==> src/verilog/reset_status_defs.svh <==
`ifndef RESET_STATUS_DEFS_SVH
`define RESET_STATUS_DEFS_SVH
`define PC_W 13
`define PC_RESET_VEC 13'h0000
`define PC_IRQ_VEC 13'h0004
`define PC_STEP 13'h0001
`define ADDR_STATUS 2'h0
`define ADDR_CAUSE 2'h1
`define ADDR_CTRL 2'h2
`define STATUS_PWRUP 8'h18
`define CAUSE_POR_VAL 8'h00
`define CAUSE_BROWNOUT_VAL 8'h02
`define CAUSE_KEEP_MASK 8'h03
`define BIT_TIMEOUT 4
`define BIT_POWERDOWN 3
`define BIT_POWERON 1
`define BIT_BROWNOUT 0
`define BIT_IRQ_ENABLE 0
`endif

==> src/verilog/reset_status_pkg.sv <==
package reset_status_pkg;
  `include "reset_status_defs.svh"
  typedef enum logic [2:0] {
    ev_none,
    ev_pin_run,
    ev_pin_sleep,
    ev_watchdog_run,
    ev_watchdog_wake,
    ev_irq_wake,
    ev_brownout
  } reset_event_t;
  typedef struct packed {
    logic pin_rst;
    logic watchdog_rst;
    logic irq_wake;
    logic brownout;
  } cause_in_t;
  typedef struct packed {
    logic [1:0] addr;
    logic [7:0] wdata;
    logic wr;
    logic rd;
  } reg_req_t;
endpackage : reset_status_pkg

==> src/verilog/cause_sync.sv <==
`timescale 1ns/1ps
module cause_sync
(
  input wire logic core_clk,
  input wire logic rstn,
  input wire logic ce,
  input wire reset_status_pkg::cause_in_t async_in,
  output reset_status_pkg::cause_in_t sync_out
);
  import reset_status_pkg::*;
  cause_in_t stage1;
  // Stage one feeds stage two only
  always_ff @(posedge core_clk or negedge rstn)
  begin
    if (!rstn)
    begin
      stage1 <= '0;
      sync_out <= '0;
    end
    else if (ce)
    begin
      stage1 <= async_in;
      sync_out <= stage1;
    end
  end
endmodule : cause_sync

==> src/verilog/reset_status_init.sv <==
// The register addresses and the strobed register port were chosen for this implementation.
`timescale 1ns/1ps
// Contract
// - Pin reset while running: pc zero, upper three status bits cleared, rest kept.
// - Pin reset in sleep: pc zero, timeout set, powerdown cleared, bank bits cleared.
// - Interrupt wake: resume at pc plus one, timeout set, powerdown cleared.
// - Interrupt wake with irq enable: run next instruction, then jump to vector.
// - Non-power resets other than watchdog wake clear upper three bits, timeout/powerdown by cause.
`include "reset_status_defs.svh"
module reset_status_init
(
  input wire logic core_clk,
  input wire logic rstn,
  input wire logic ce,
  input wire logic brownout_n,
  input wire reset_status_pkg::cause_in_t cause_pins,
  input wire logic in_sleep,
  input wire logic [`PC_W-1:0] sleep_pc,
  input wire logic [7:0] status_in,
  input wire reset_status_pkg::reg_req_t req,
  output logic [7:0] rdata,
  output logic [`PC_W-1:0] pc_load,
  output logic pc_load_valid,
  output logic [7:0] cpu_status_flags,
  output logic [7:0] reset_cause_flags
);
  import reset_status_pkg::*;
  cause_in_t cause;
  cause_in_t cause_q;
  logic global_irq_enable;
  logic irq_pending;
  logic sleep_q;
  reset_event_t ev;
  logic [7:0] next_status;
  logic [7:0] next_cause;
  logic [`PC_W-1:0] next_pc;
  logic brownout_meta_n;
  logic brownout_sync_n;
  logic brownout_q_n;
  cause_sync u_sync
  (
    .core_clk(core_clk),
    .rstn(rstn),
    .ce(ce),
    .async_in(cause_pins),
    .sync_out(cause)
  );
  function automatic logic rise(input logic now, input logic was);
    rise = now & ~was;
  endfunction : rise
  // Supply monitor pin, idle high; stages reset high so no edge appears after power-on
  always_ff @(posedge core_clk or negedge rstn)
  begin
    if (!rstn)
    begin
      brownout_meta_n <= 1'b1;
      brownout_sync_n <= 1'b1;
      brownout_q_n <= 1'b1;
    end
    else if (ce)
    begin
      brownout_meta_n <= brownout_n;
      brownout_sync_n <= brownout_meta_n;
      brownout_q_n <= brownout_sync_n;
    end
  end
  // Priority: brown-out over watchdog over pin over interrupt
  always_comb
  begin
    ev = ev_none;
    if (rise(cause.brownout, cause_q.brownout) || rise(~brownout_sync_n, ~brownout_q_n))
      ev = ev_brownout;
    else if (rise(cause.watchdog_rst, cause_q.watchdog_rst))
      ev = sleep_q ? ev_watchdog_wake : ev_watchdog_run;
    else if (rise(cause.pin_rst, cause_q.pin_rst))
      ev = sleep_q ? ev_pin_sleep : ev_pin_run;
    else if (rise(cause.irq_wake, cause_q.irq_wake) && sleep_q)
      ev = ev_irq_wake;
  end
  always_comb
  begin
    next_status = cpu_status_flags;
    next_cause = reset_cause_flags;
    next_pc = `PC_RESET_VEC;
    unique case (ev)
      ev_none: next_pc = pc_load;
      ev_pin_run: next_status = {3'b000, cpu_status_flags[4:0]};
      ev_pin_sleep: next_status = {3'b000, 2'b10, cpu_status_flags[2:0]};
      // Powerdown is left as it was: only timeout tells a watchdog reset apart
      ev_watchdog_run: next_status = {3'b000, 1'b0, cpu_status_flags[3:0]};
      ev_watchdog_wake:
      begin
        next_status = {cpu_status_flags[7:5], 2'b00, cpu_status_flags[2:0]};
        next_pc = sleep_pc + `PC_STEP;
      end
      ev_irq_wake:
      begin
        next_status = {cpu_status_flags[7:5], 2'b10, cpu_status_flags[2:0]};
        next_pc = sleep_pc + `PC_STEP;
      end
      ev_brownout:
      begin
        // Arithmetic bits are undefined here; keeping them keeps X out of the core
        next_status = {`STATUS_PWRUP & 8'hF8} | (cpu_status_flags & 8'h07);
        next_cause = `CAUSE_BROWNOUT_VAL;
      end
    endcase
  end
  always_ff @(posedge core_clk or negedge rstn)
  begin
    if (!rstn)
      cause_q <= '0;
    else if (ce)
      cause_q <= cause;
  end
  // Sleep is same-clock core logic, no synchroniser
  always_ff @(posedge core_clk or negedge rstn)
  begin
    if (!rstn)
      sleep_q <= 1'b0;
    else if (ce)
      sleep_q <= in_sleep;
  end
  // rstn is the power-on reset
  always_ff @(posedge core_clk or negedge rstn)
  begin
    if (!rstn)
    begin
      cpu_status_flags <= `STATUS_PWRUP;
      reset_cause_flags <= `CAUSE_POR_VAL;
    end
    else if (ce)
    begin
      if (ev != ev_none)
        cpu_status_flags <= next_status;
      else if (req.wr && req.addr == `ADDR_STATUS)
        cpu_status_flags <= {req.wdata[7:5], cpu_status_flags[4:3], req.wdata[2:0]};
      else
        cpu_status_flags <= {cpu_status_flags[7:3], status_in[2:0]};
      if (ev == ev_brownout)
        reset_cause_flags <= next_cause;
      else if (req.wr && req.addr == `ADDR_CAUSE)
        reset_cause_flags <= req.wdata & `CAUSE_KEEP_MASK;
    end
  end
  always_ff @(posedge core_clk or negedge rstn)
  begin
    if (!rstn)
      global_irq_enable <= 1'b0;
    else if (ce && req.wr && req.addr == `ADDR_CTRL)
      global_irq_enable <= req.wdata[`BIT_IRQ_ENABLE];
  end
  // Vector after the wake instruction executes
  always_ff @(posedge core_clk or negedge rstn)
  begin
    if (!rstn)
    begin
      pc_load <= `PC_RESET_VEC;
      pc_load_valid <= 1'b1;
      irq_pending <= 1'b0;
    end
    else if (ce)
    begin
      // A reset event in the vector cycle cancels the pending jump
      if (irq_pending && ev == ev_none)
      begin
        pc_load <= `PC_IRQ_VEC;
        pc_load_valid <= 1'b1;
        irq_pending <= 1'b0;
      end
      else
      begin
        pc_load <= next_pc;
        pc_load_valid <= (ev != ev_none);
        irq_pending <= (ev == ev_irq_wake) && global_irq_enable;
      end
    end
  end
  always_ff @(posedge core_clk or negedge rstn)
  begin
    if (!rstn)
      rdata <= 8'h00;
    else if (ce)
    begin
      rdata <= 8'h00;
      if (req.rd)
        unique case (req.addr)
          `ADDR_STATUS: rdata <= cpu_status_flags;
          `ADDR_CAUSE: rdata <= reset_cause_flags;
          `ADDR_CTRL: rdata <= {7'h00, global_irq_enable};
          default: rdata <= 8'h00;
        endcase
    end
  end
  pin_clear_a: assert property (@(posedge core_clk) disable iff (!rstn)
    ce && ev == ev_pin_run |=> cpu_status_flags[7:5] == 3'b000 && pc_load == `PC_RESET_VEC)
    else $error("pin reset status wrong");
  pin_sleep_a: assert property (@(posedge core_clk) disable iff (!rstn)
    ce && ev == ev_pin_sleep |=> cpu_status_flags[7:3] == 5'h02 && pc_load == `PC_RESET_VEC)
    else $error("pin sleep status wrong");
  irq_wake_a: assert property (@(posedge core_clk) disable iff (!rstn)
    ce && ev == ev_irq_wake |=> pc_load == $past(sleep_pc) + `PC_STEP
      && cpu_status_flags[4:3] == 2'b10)
    else $error("irq wake wrong");
  irq_keep_a: assert property (@(posedge core_clk) disable iff (!rstn)
    ce && ev == ev_irq_wake && !(req.wr && req.addr == `ADDR_CAUSE)
      |=> $stable(reset_cause_flags) && cpu_status_flags[7:5] == $past(cpu_status_flags[7:5]))
    else $error("irq wake changed flags");
  irq_vector_a: assert property (@(posedge core_clk) disable iff (!rstn)
    ce && ev == ev_irq_wake && global_irq_enable ##1 ce && ev == ev_none
      |=> pc_load == `PC_IRQ_VEC && pc_load_valid)
    else $error("vector not taken");
  watchdog_clear_a: assert property (@(posedge core_clk) disable iff (!rstn)
    ce && ev == ev_watchdog_run |=> cpu_status_flags[7:4] == 4'h0
      && cpu_status_flags[3] == $past(cpu_status_flags[3]))
    else $error("watchdog status wrong");
  brownout_flags_a: assert property (@(posedge core_clk) disable iff (!rstn)
    ce && ev == ev_brownout
      |=> reset_cause_flags == `CAUSE_BROWNOUT_VAL && cpu_status_flags[7:3] == 5'h03)
    else $error("brownout flags wrong");
  cause_keep_a: assert property (@(posedge core_clk) disable iff (!rstn)
    ce && ev == ev_pin_run && !(req.wr && req.addr == `ADDR_CAUSE) |=> $stable(reset_cause_flags))
    else $error("cause changed on pin reset");
  pc_zero_a: assert property (@(posedge core_clk) disable iff (!rstn)
    ce && (ev == ev_brownout || ev == ev_watchdog_run) |=> pc_load == `PC_RESET_VEC && pc_load_valid)
    else $error("pc not zero");
  ce_freeze_a: assert property (@(posedge core_clk) disable iff (!rstn)
    !ce |=> $stable(cpu_status_flags) && $stable(reset_cause_flags) && $stable(pc_load))
    else $error("state moved with enable low");
  cov_pin_c: cover property (@(posedge core_clk) ev == ev_pin_sleep);
  cov_irq_c: cover property (@(posedge core_clk) ev == ev_irq_wake && global_irq_enable);
  cov_brownout_c: cover property (@(posedge core_clk) ev == ev_brownout);
  cov_watchdog_c: cover property (@(posedge core_clk) ev == ev_watchdog_wake);
endmodule : reset_status_init

==> config.mk <==
export PLATFORM = sky130hd
export DESIGN_NAME = reset_status_init
export DESIGN_NICKNAME = d
export VERILOG_FILES = /design/src/verilog/reset_status_pkg.sv /design/src/verilog/cause_sync.sv /design/src/verilog/reset_status_init.sv
export VERILOG_INCLUDE_DIRS = /design/src /design/src/verilog
export SDC_FILE = /design/constraint.sdc
export NUM_CORES = 1
export LEC_CHECK = 0
export BUFFER_PORTS_ARGS = -buffer_cell sky130_fd_sc_hd__buf_2
export CORE_MARGIN = 5
export CORE_UTILIZATION = 45
export CTS_BUF_LIST = sky130_fd_sc_hd__clkbuf_4 sky130_fd_sc_hd__clkbuf_8
export DETAILED_ROUTE_END_ITERATION = 12
export PLACE_DENSITY = 0.75
export SYNTH_ARGS = -nofsm -noshare
export SYNTH_HDL_FRONTEND = slang
export SYNTH_SLANG_ARGS = --single-unit
==> constraint.sdc <==
create_clock -name core_clk -period 4.15 [get_ports core_clk]
set_input_delay 0.2075 -clock core_clk [delete_from_list [all_inputs] [get_ports core_clk]]
set_output_delay 0.2075 -clock core_clk [all_outputs]
set_load 0.005 [all_outputs]
# == Word level (Yosys, flattened, before mapping) ==
# Cells that the tools add are included.
# W data, S select, Z words.
# op_classes
addsub,1
n_mux,17
reduce_logical,22
bitwise_logic,13
n_eq_ne,12
# op_table
operator,count
$pmux W8 S6,1
$mux W8,5
$pmux W13 S2,1
$pmux W8 S3,1
$mux W3,5
$add A13 B1 Y13 const B,1
$mux W13,1
$reduce_and A5 Y1,2
$eq A3 B3 Y1 const B,3
$not A1 Y1,8
$logic_and A1 B1 Y1,7
$eq A3 B2 Y1 const B,2
$reduce_and A2 Y1,3
$and A1 B1 Y1,5
$ne A5 B1 Y1 const B,1
$reduce_bool A5 Y1,1
$ne A2 B2 Y1 const B,2
$reduce_and A4 Y1,1
$reduce_bool A2 Y1,2
$reduce_bool A4 Y1,1
$eq A3 B1 Y1 const B,1
$logic_not A3 Y1,1
$reduce_bool A3 Y1,1
$eq A2 B1 Y1 const B,1
7 further kinds,8
# totals
ff_bits,56
output_inout_bits,38
wordCells,91

# == Logic depth before layout (Yosys ltp) ==
# Gate-level depths: netlist of the first run.
# logic_depth
ltp_word,11
depth_mapped,5
depth_no_buf,5

# == Cells and area by module ==
# A second synthesis of the first run with hierarchy kept.
# hier_totals
cells_unflattened,229
area_unflattened_um2,2441.1
# modules_own_cells
mod,area_per_inst_um2,cells_each,instances,seq_area_each_um2
reset_status_init,2109.5,212,1,1058.5
cause_sync,331.6,17,1,200.2

# == Worst setup path after synthesis of the first run ==
# OpenSTA, ideal clock, no wires.
# synth_path
path_type,register -> register
start,register sleep_q
end,register pc_load[3]
period_less_slack_ns,1.613
slack_ns,2.537
arrival_time_ns,1.489
path_stages_with_launch,6
path_buffers,1
setup_time_ns,0.124
path_cell_list,dfrtp_1 > and3b_4 > or3_4 > o2111ai_2 > buf_4 > o2bb2ai_1
# synth_via
elab_chain_len,9
word_cells_on_any_way,16
classes_between,eq/ne (3); mux (8); reduce/logical (5)
# synth_rtl
element,line,source
start: declaration,reset_status_init.sv:32,logic sleep_q;
start signal: assignment,reset_status_init.sv:122,sleep_q <= in_sleep;
$logic_and A1 B1 Y1,reset_status_init.sv:77,"else if (rise(cause.irq_wake, cause_q.irq_wake) && sleep_q)"
$mux W3,reset_status_init.sv:77,
$mux W3,reset_status_init.sv:75,"else if (rise(cause.pin_rst, cause_q.pin_rst))"
$mux W3 *,reset_status_init.sv:73,"else if (rise(cause.watchdog_rst, cause_q.watchdog_rst))"
$mux W3 *,reset_status_init.sv:71,"if (rise(cause.brownout, cause_q.brownout) || rise(~brownout_sync_n, ~brownout_q_n))"
$eq A3 B3 Y1 / $logic_not A3 Y1 (equally long branches),"reset_status_init.sv:85, reset_status_init.sv:165",
$reduce_or A2 Y1 (no line) / $logic_and A1 B1 Y1 (equally long branches),-,
$pmux W13 S2 / $ne A2 B1 Y1 (equally long branches),-,
$mux W13 / $reduce_and A2 Y1 (equally long branches),-,
end signal: assignment,reset_status_init.sv:158,pc_load <= `PC_RESET_VEC;
end signal: assignment,reset_status_init.sv:167,pc_load <= `PC_IRQ_VEC;
end signal: assignment,reset_status_init.sv:173,pc_load <= next_pc;
end: declaration,reset_status_init.sv:22,"output logic [`PC_W-1:0] pc_load,"
# Every way passes the cells marked *; elsewhere a longest branch is shown, timed or not.
# A chain may end at the register's enable or synchronous reset.

# == Worst setup path in the final report of the first run ==
# layout_path
start,register sleep_q
end,register pc_load[2]
# Same word-level chain as after synthesis.

==> results.toml, run 1 <==
[outcome]
status = "finished clean"

[floorplan]
core_sq_um = 5200
die_w_um = 83.7
boundaryPins = 80
num_rows = 26
die_h_um = 83.7
start_util = 0.469
die_area_sq_um = 7000

[power]
power.internal_mw = 0.826
pwr-share-clk = 0.249
seqPwrFrac = 0.523
ir_drop_mv = 0.218
switchingPower_mw = 0.344
p_per_area_nw_per_um2 = 405
p_comb_frac = 0.228
switching_share = 0.294
p_leak_nw = 1.34

[route]
vias = 1786
drtIter0Drc = 60
first_pass_iters = 5
wl_per_cell_um = 14.6
vias_per_cell = 5.27
routed_wl_mm = 4.96
route.detailed.drc = 0
ant_nets = 0

[sta]
worst_slew_margin_rel = 0.279
finalHoldViolations = 0
period_needed_ns = 2.03
final_max_slew_viol_count = 0
clock_skew_ns = 0.00655
setup_tns_ns = 0
setup_viol = 0
max_freq_mhz = 493
worst_pin_slew_ns = 1.08
min_period_over_period = 0.488
rsz0062_at_grt = "no"

[setup_path]
crit_chain = "and3b_4 -> or3_4 -> o31ai_4 -> a22oi_1"
critical_path_peak_fanout = 14
slowest_delay_ns = 0.63
critPathTopFamily = "compound AO/OA/AOI/OAI gates"
worst_ep_arrival_time_ns = 2.18
cp_data_required_time_ns = 4.30
cp_slowest_cell = "o31ai_4"
endpoint_kind = "flip-flop"
cp-start-kind = "flip-flop"
path_class = "reg -> reg"
critPathBufInv = 0

[clocking]
cts_buffers = 5
h-tree-depth = 2
cts_tree = "done"
cts_root_buf = "clkbuf_8"
clk_latency_ns = 0.30
path_clk_slew_ns = 0.08
hold_buffers = 0
post_cts_resized = 0
clock_sinks = 50
cts_setup_buffers = 0
cts.path.max_buffers = 2

[finish]
area_growth_pct = 18.3
register_area_sq_um = 1260
fin_area_sq_um = 2890
layout-drive-gt1-share = 0.405
final_nets = 311
multi_input_area_sq_um = 1060
fill_cells = 472
diodes = 0

[synth]
yosysMostFrequentCell = "dfrtp_1"
yosysTopAreaCell = "dfrtp_1"
ys_seq_area_frac = 0.515
ys_async_sr_fraction = 1.00
yosys-top-cells-area = "dfrtp_1, dfstp_2, mux2_2"
synthCells = 204
syn_avg_cell_area_sq_um = 12.0
syn-cell-area_sq_um = 2440
synth_ff_type = "dfrtp_1"
synth_top_area_share = 0.451
synth_common_cells = "dfrtp_1, mux2_2, inv_1, nand2_1, o2bb2ai_2"
ys_seq_elements = 50
synth_edf_count = 0
ys_types = 51
yosysWarnings = 0

[global_route]
use_met1 = 0.181
grt-ovfl-total = 0
grt_first_pass_wirelength_mm = 8.59
antenna_found_initial = 0
busiest_layer = "met2"
grtUsageMet2 = 0.260
grt_max_degree = 51
grt_pass1_vias = 1852
met3_usage = 0.0385
track_usage = 0.149

[flow_run]
cap_violations = 0

[hold_path]
hold_class = "in -> async"

[placed_design]
io_buffers = 66
placed_area_sq_um = 2790
dp.final_hpwl_mm = 3.66
routabilityCongestion = 0.781
-- worst reg2reg max path: stages, from the launching register on --
cell	delay, ns
dfrtp_1	0.42
and3b_4	0.22
or3_4	0.42
o31ai_4	0.63
a22oi_1	0.19
-- state kept, by name, indices dropped and copies added (netlist names) --
register and flops:
u_sync.stage1 4, brownout_meta_n 1, brownout_sync_n 1, cpu_status_flags 8
irq_pending 1, sleep_q 1, rdata 8, pc_load 13
global_irq_enable 1, reset_cause_flags 2, cause_q 4, brownout_q_n 1
u_sync.sync_out 4, pc_load_valid 1
-- final timing paths --
| kind | start | end | slack, ns | depth (start not counted) |
|---|---|---|---|---|
| setup / recovery | sleep_q | pc_load[2] | 2.12 | 4 |
| hold / removal | rstn | reset_cause_flags[1] | 0.11 | 1 |
| setup reg to reg | sleep_q | pc_load[2] | 2.12 | 4 |
| hold reg to reg | pc_load_valid | pc_load_valid | 0.47 | 2 |
| max in group asynchronous | rstn | pc_load[3] | 3.38 | 1 |
| min in group core_clk | req[7] | cpu_status_flags[5] | 0.12 | 2 |
-- cell usage in the layout (no fill, tap or decap), drive strengths merged, types with 2 or more instances in the layout --
cell and instances:
a21oi 4, a22o 7, a22oi 2, a31oi 4
a32o 3, and3b 2, and4 2, buf 67
clkbuf 6, conb 6, dfrtp 44, dfstp 6
inv 12, mux2 13, mux2i 5, nand2 12
nand2b 2, nand3 6, nand3b 2, nand4 3
nor2 2, nor3 4, nor3b 2, o21ai 8
o22ai 2, o2bb2ai 14, or3 2, xnor2 5
xor2 6
-- per-layer routing --
metal / wire (um) / part of all wire
met5: 0 / 0
met4: 63 / 0.013
met3: 225 / 0.045
met2: 2530 / 0.51
met1: 2140 / 0.43
-- kinds of logic after synthesis --
logic type               share of synthesized area
AO/OA/AOI/OAI                                0.189
flip-flops                                   0.515
AND/OR/NAND/NOR                              0.113
buffers and inverters                       0.0563
multiplexers                                0.0804
XOR/XNOR                                    0.0394
adder cells (fa/ha/maj)                    0.00512
other                                      0.00154
-- through the flow --
stage                     hold slack (ns)  cells  setup WS, ns  total power [mW]  utilization
after floorplan                   -0.0881    209          2.54             0.783            -
after global placement              0.434    331          2.04             0.885        0.537
after detailed placement            0.440    331          2.03             0.893        0.537
after CTS                           0.117    339          2.09              1.19        0.555
after global routing                0.111    339          1.93              1.25        0.555
final                               0.106    339          2.12              1.17        0.555
-- power by group through the flow --
stage                     Clock, mW  Sequential (mW)  Combinational, mW
after floorplan                   0            0.617              0.166
after global placement            0            0.620              0.266
after detailed placement          0            0.622              0.271
after CTS                     0.303            0.613              0.272
after global routing          0.322            0.624              0.300
final                         0.291            0.612              0.267
-- cell type report --
cell class	instances	area share
sequential	50	0.436
multi-input combinational	132	0.369
timing repair buffer	67	0.117
tap	70	0.0303
clock buffer	6	0.0286
inverter	12	0.0156
clock inverter	2	0.00433
(Power assumes the default switching activity.)
==> run 2, diff against run 1 <==
--- a/config.mk
+++ b/config.mk
@@ -11,7 +11,7 @@
 export CORE_UTILIZATION = 45
 export CTS_BUF_LIST = sky130_fd_sc_hd__clkbuf_4 sky130_fd_sc_hd__clkbuf_8
 export DETAILED_ROUTE_END_ITERATION = 12
-export PLACE_DENSITY = 0.75
+export PLACE_DENSITY = 0.78
 export SYNTH_ARGS = -nofsm -noshare
 export SYNTH_HDL_FRONTEND = slang
 export SYNTH_SLANG_ARGS = --single-unit
==> constraint.sdc (replaced) <==
create_clock -name core_clk -period 1.8 [get_ports core_clk]
set_input_delay 0.09 -clock core_clk [delete_from_list [all_inputs] [get_ports core_clk]]
set_output_delay 0.09 -clock core_clk [all_outputs]
set_load 0.005 [all_outputs]
==> results.toml, run 2 (synthesis gave the netlist of run 1 again) <==
[setup_path]
r2r_slack_ns = 0.11
r2r-end = "cpu_status_flags[6]"
rr_startpoint = "sleep_q"
endpoint_kind = "flip-flop"
worst_ep_arrival_time_ns = 1.89
path_class = "reg -> reg"
cp-start-kind = "flip-flop"
critical_path_peak_fanout = 4
rr_worst_depth = 4
cp_data_required_time_ns = 2.00

[clocking]
cts_root_buf = "clkbuf_8"
cts_buffers = 5
clock_sinks = 50
h-tree-depth = 2
cts.path.max_buffers = 2
path_clk_slew_ns = 0.09
clk_latency_ns = 0.30
cts_setup_buffers = 0
cts_tree = "done"

[sta]
setup_viol = 0
worst_pin_slew_ns = 0.611
final_max_slew_viol_count = 0
rsz0062_at_grt = "no"
min_period_over_period = 0.940
worst_slew_margin_rel = 0.592
max_freq_mhz = 591
setup_tns_ns = 0
finalHoldViolations = 0
period_needed_ns = 1.69
clock_skew_ns = 0.00749

[power]
pwr-share-clk = 0.275
p_leak_nw = 1.41
ir_drop_mv = 0.770
p_comb_frac = 0.233
switching_share = 0.283
p_per_area_nw_per_um2 = 951
seqPwrFrac = 0.492
switchingPower_mw = 0.814
power.internal_mw = 2.06
power_mw = 2.88

[placed_design]
dp.final_hpwl_mm = 3.92
io_buffers = 66
routabilityCongestion = 0.876

[hold_path]
whs_path_depth = 2
hp-start = "req[7]"
hold_end = "cpu_status_flags[5]"
hold_class = "in -> reg"

[finish]
largest_reg_flops = 13
largest_registers = "pc_load x13, cpu_status_flags x8, rdata x8"
final_cell_mix = "buf_2, dfrtp_1, mux2_2"
diodes = 0
final_nets = 320
mostFrequentLayoutCell = "buf_2"
layout-drive-gt1-share = 0.417
fill_cells = 454
register_area_sq_um = 1260
multi_input_area_sq_um = 1070
regMostFlops = "pc_load"
area_growth_pct = 23.9

[route]
vias_per_cell = 5.31
wl_per_cell_um = 15.1
ant_nets = 0
routed_wl_mm = 5.24
first_pass_iters = 4
drtIter0Drc = 107
vias = 1848
route.detailed.drc = 0

[floorplan]
start_util = 0.469
core_sq_um = 5200
die_w_um = 83.7
die_area_sq_um = 7000
die_h_um = 83.7
num_rows = 26
boundaryPins = 80

[global_route]
grt_pass1_vias = 1902
antenna_found_initial = 0
track_usage = 0.154
grt_max_degree = 37
grt_first_pass_wirelength_mm = 8.83
grt-ovfl-total = 0

[outcome]
status = "finished clean"

[flow_run]
cap_violations = 0
-- run 2: cell count changes in the layout (fill, tap and decap cells not counted), sizes merged --
cell and change:
buf +6, clkinv -1, bufinv +1, dlygate4sd3 +3
-- run 2: cell type report --
cell class                 count  area share
sequential                    50       0.416
multi-input combinational    132       0.354
timing repair buffer          76       0.149
tap                           70      0.0289
clock buffer                   6      0.0252
inverter                      12      0.0149
clock inverter                 2      0.0124
-- run 2: metrics by stage --
stage | setup slack, ns | hold WS [ns] | cells | cell area, sq um | util
final | 0.108 | 0.00874 | 348 | 3030 | 0.581
after detailed placement | 0.105 | 0.116 | 337 | 2880 | 0.553
after global routing | 0.0101 | 0.00782 | 348 | 3030 | 0.581
after floorplan | 0.187 | -0.206 | 209 | 2460 | -
after CTS | 0.0631 | 0.000155 | 348 | 3020 | 0.580
after global placement | 0.123 | 0.112 | 337 | 2880 | 0.553
-- run 2: critical path: stages (launching register included) --
cell	delay, ns
dfrtp_1	0.41
and3b_4	0.22
a22o_1	0.27
or3_1	0.43
a32o_1	0.27
-- run 2: how the worst max path moves through the flow --
stage                                  start                  end  cells after the start  slack [ns]
after global routing      u_sync.sync_out[3]  cpu_status_flags[0]                      4        0.01
after global placement               sleep_q  cpu_status_flags[5]                      4        0.12
after floorplan                      sleep_q           pc_load[3]                      5        0.19
after detailed placement             sleep_q  cpu_status_flags[6]                      4        0.10
after CTS                            sleep_q  cpu_status_flags[6]                      4        0.06
final                                sleep_q  cpu_status_flags[6]                      4        0.11
-- run 2: power groups by stage --
| stage | Sequential, mW | Clock [mW] | Combinational, mW |
|---|---|---|---|
| after floorplan | 1.42 | 0 | 0.383 |
| after global placement | 1.43 | 0 | 0.653 |
| after detailed placement | 1.44 | 0 | 0.669 |
| after CTS | 1.42 | 0.817 | 0.678 |
| after global routing | 1.44 | 0.854 | 0.748 |
| final | 1.42 | 0.790 | 0.672 |
-- run 2: per-layer routing --
layer / track usage / vias to the layer above / routed length (um)
li1: - / 891 / -
met1: 0.188 / 898 / 2230
met2: 0.255 / 49 / 2610
met3: 0.0454 / 10 / 302
met4: 0.0585 / 0 / 102
met5: 0 / - / 0
-- run 2: repair_timing --
| action | in CTS | in global routing |
|---|---|---|
| endpoints found under the hold margin | 23 | 0 |
| endpoints found under the setup margin | 0 | 3 |
| hold buffers | 3 | 0 |
| resized for setup | 0 | 1 |
==> run 3, diff against run 2 <==
--- a/config.mk
+++ b/config.mk
@@ -12,6 +12,7 @@
 export CTS_BUF_LIST = sky130_fd_sc_hd__clkbuf_4 sky130_fd_sc_hd__clkbuf_8
 export DETAILED_ROUTE_END_ITERATION = 12
 export PLACE_DENSITY = 0.78
+export RECOVER_POWER = 50
 export SYNTH_ARGS = -nofsm -noshare
 export SYNTH_HDL_FRONTEND = slang
 export SYNTH_SLANG_ARGS = --single-unit
==> results.toml, run 3 (synthesis gave the netlist of run 1 again) <==
[outcome]
status = "finished clean"

[route]
ant_nets = 0
route.detailed.drc = 0
first_pass_iters = 4
vias = 1848
vias_per_cell = 5.31
wl_per_cell_um = 15.1
drtIter0Drc = 99
routed_wl_mm = 5.26

[floorplan]
start_util = 0.469
die_w_um = 83.7
core_sq_um = 5200
die_area_sq_um = 7000
num_rows = 26
die_h_um = 83.7
boundaryPins = 80

[global_route]
grt-ovfl-total = 0
grt_pass1_vias = 1902
grt_max_degree = 37
antenna_found_initial = 0
track_usage = 0.154
grt_first_pass_wirelength_mm = 8.83

[placed_design]
io_buffers = 66
routabilityCongestion = 0.876
placed_area_sq_um = 2880
dp.final_hpwl_mm = 3.92

[clocking]
path_clk_slew_ns = 0.09
cts_buffers = 5
h-tree-depth = 2
cts_root_buf = "clkbuf_8"
cts_setup_buffers = 0
clock_sinks = 50
cts_tree = "done"
clk_latency_ns = 0.30
cts.path.max_buffers = 2

[setup_path]
critical_path_peak_fanout = 4
setup.worst_path.start = "sleep_q"
cp-start-kind = "flip-flop"
cp.depth = 4
path_class = "reg -> reg"
rr_startpoint = "sleep_q"
r2r_slack_ns = 0.10
rr_worst_depth = 4
worst_ep_arrival_time_ns = 1.90
crit_path_end = "cpu_status_flags[6]"
cp_slowest_cell = "or3_1"
critPathTopFamily = "simple AND/OR/NAND/NOR gates"
critPathBufInv = 0
r2r-end = "cpu_status_flags[6]"
slowest_delay_ns = 0.43
endpoint_kind = "flip-flop"
cp_data_required_time_ns = 2.00
crit_chain = "and3b_4 -> a22o_1 -> or3_1 -> a32o_1"

[sta]
worst_slew_margin_rel = 0.0989
finalHoldViolations = 0
setup_tns_ns = 0
worst_pin_slew_ns = 1.35
clock_skew_ns = 0.00804
min_period_over_period = 0.943
period_needed_ns = 1.70
max_freq_mhz = 589
setup_viol = 0
rsz0062_at_grt = "no"
final_max_slew_viol_count = 0

[power]
p_per_area_nw_per_um2 = 953
pwr-share-clk = 0.276
switching_share = 0.284
p_comb_frac = 0.232
p_leak_nw = 1.37
seqPwrFrac = 0.493
power.internal_mw = 2.05
ir_drop_mv = 0.771
switchingPower_mw = 0.815

[finish]
largest_reg_flops = 13
mostFrequentLayoutCell = "buf_2"
layout-drive-gt1-share = 0.374
largest_registers = "pc_load x13, cpu_status_flags x8, rdata x8"
area_growth_pct = 23.3
regMostFlops = "pc_load"
final_nets = 320
final_cell_mix = "buf_2, dfrtp_1, mux2_2"
diodes = 0
fin_area_sq_um = 3010

[flow_run]
cap_violations = 0

[hold_path]
whs_path_depth = 2
hold_class = "in -> reg"
run 3: cell types whose count changed in the layout (fill, tap and decap cells not counted):
| cell | before | now |
|---|---|---|
| buf_2 | 66 | 56 |
| buf_4 | 4 | 3 |
| clkbuf_1 | 0 | 10 |
| clkbuf_2 | 0 | 1 |
| dfstp_1 | 0 | 2 |
| dfstp_2 | 6 | 4 |
run 3: worst min-delay path by stage:
| stage | end | start | slack [ns] |
|---|---|---|---|
| 2_1_floorplan | cause_q[0] | rstn | -0.21 |
| 3_3_place_gp | reset_cause_flags[1] | rstn | 0.11 |
| 3_5_place_dp | reset_cause_flags[1] | rstn | 0.12 |
| 4_1_cts | u_sync.stage1[1] | cause_pins[1] | 0.0002 |
| 5_1_grt | brownout_meta_n | brownout_n | 0.008 |
| 6_report | cpu_status_flags[5] | req[7] | 0.008 |
run 3: per-stage QoR:
| stage | hold slack (ns) | power (mW) | cells | setup WS, ns | utilization |
|---|---|---|---|---|---|
| 5_1_grt | 0.00792 | 3.04 | 348 | 0.0101 | 0.578 |
| 3_3_place_gp | 0.112 | 2.08 | 337 | 0.123 | 0.553 |
| 3_5_place_dp | 0.116 | 2.11 | 337 | 0.105 | 0.553 |
| 4_1_cts | 0.000155 | 2.91 | 348 | 0.0631 | 0.580 |
| 6_report | 0.00794 | 2.87 | 348 | 0.103 | 0.578 |
| 2_1_floorplan | -0.206 | 1.81 | 209 | 0.187 | - |
run 3: layer usage:
layer / wire [um] / part of all wire / GRT usage / vias up
met1: 2220 / 0.42 / 0.188 / 897
met5: 0 / 0 / 0 / -
li1: - / - / - / 894
met4: 102 / 0.019 / 0.0585 / 0
met2: 2640 / 0.50 / 0.255 / 47
met3: 287 / 0.055 / 0.0454 / 10
run 3: final cells by class:
class                      instances  area, sq um
clock buffer                       6         76.3
sequential                        50         1260
multi-input combinational        132         1070
fill                             463         2190
tap                               70         87.6
timing repair buffer              76          435
clock inverter                     2         37.5
inverter                          12         45.0
run 3: what timing repair did:
item / in CTS / in global routing
hold buffers: 3 / 0
gates resized for setup: 0 / 1
endpoints found under the setup margin: 0 / 3
endpoints found under the hold margin: 23 / 0
run 3: power by group through the flow:
stage          sequential, mW  clock, mW  combinational [mW]
3_5_place_dp             1.44          0               0.669
3_3_place_gp             1.43          0               0.653
5_1_grt                  1.44      0.854               0.741
2_1_floorplan            1.42          0               0.383
4_1_cts                  1.42      0.817               0.678
6_report                 1.41      0.791               0.666
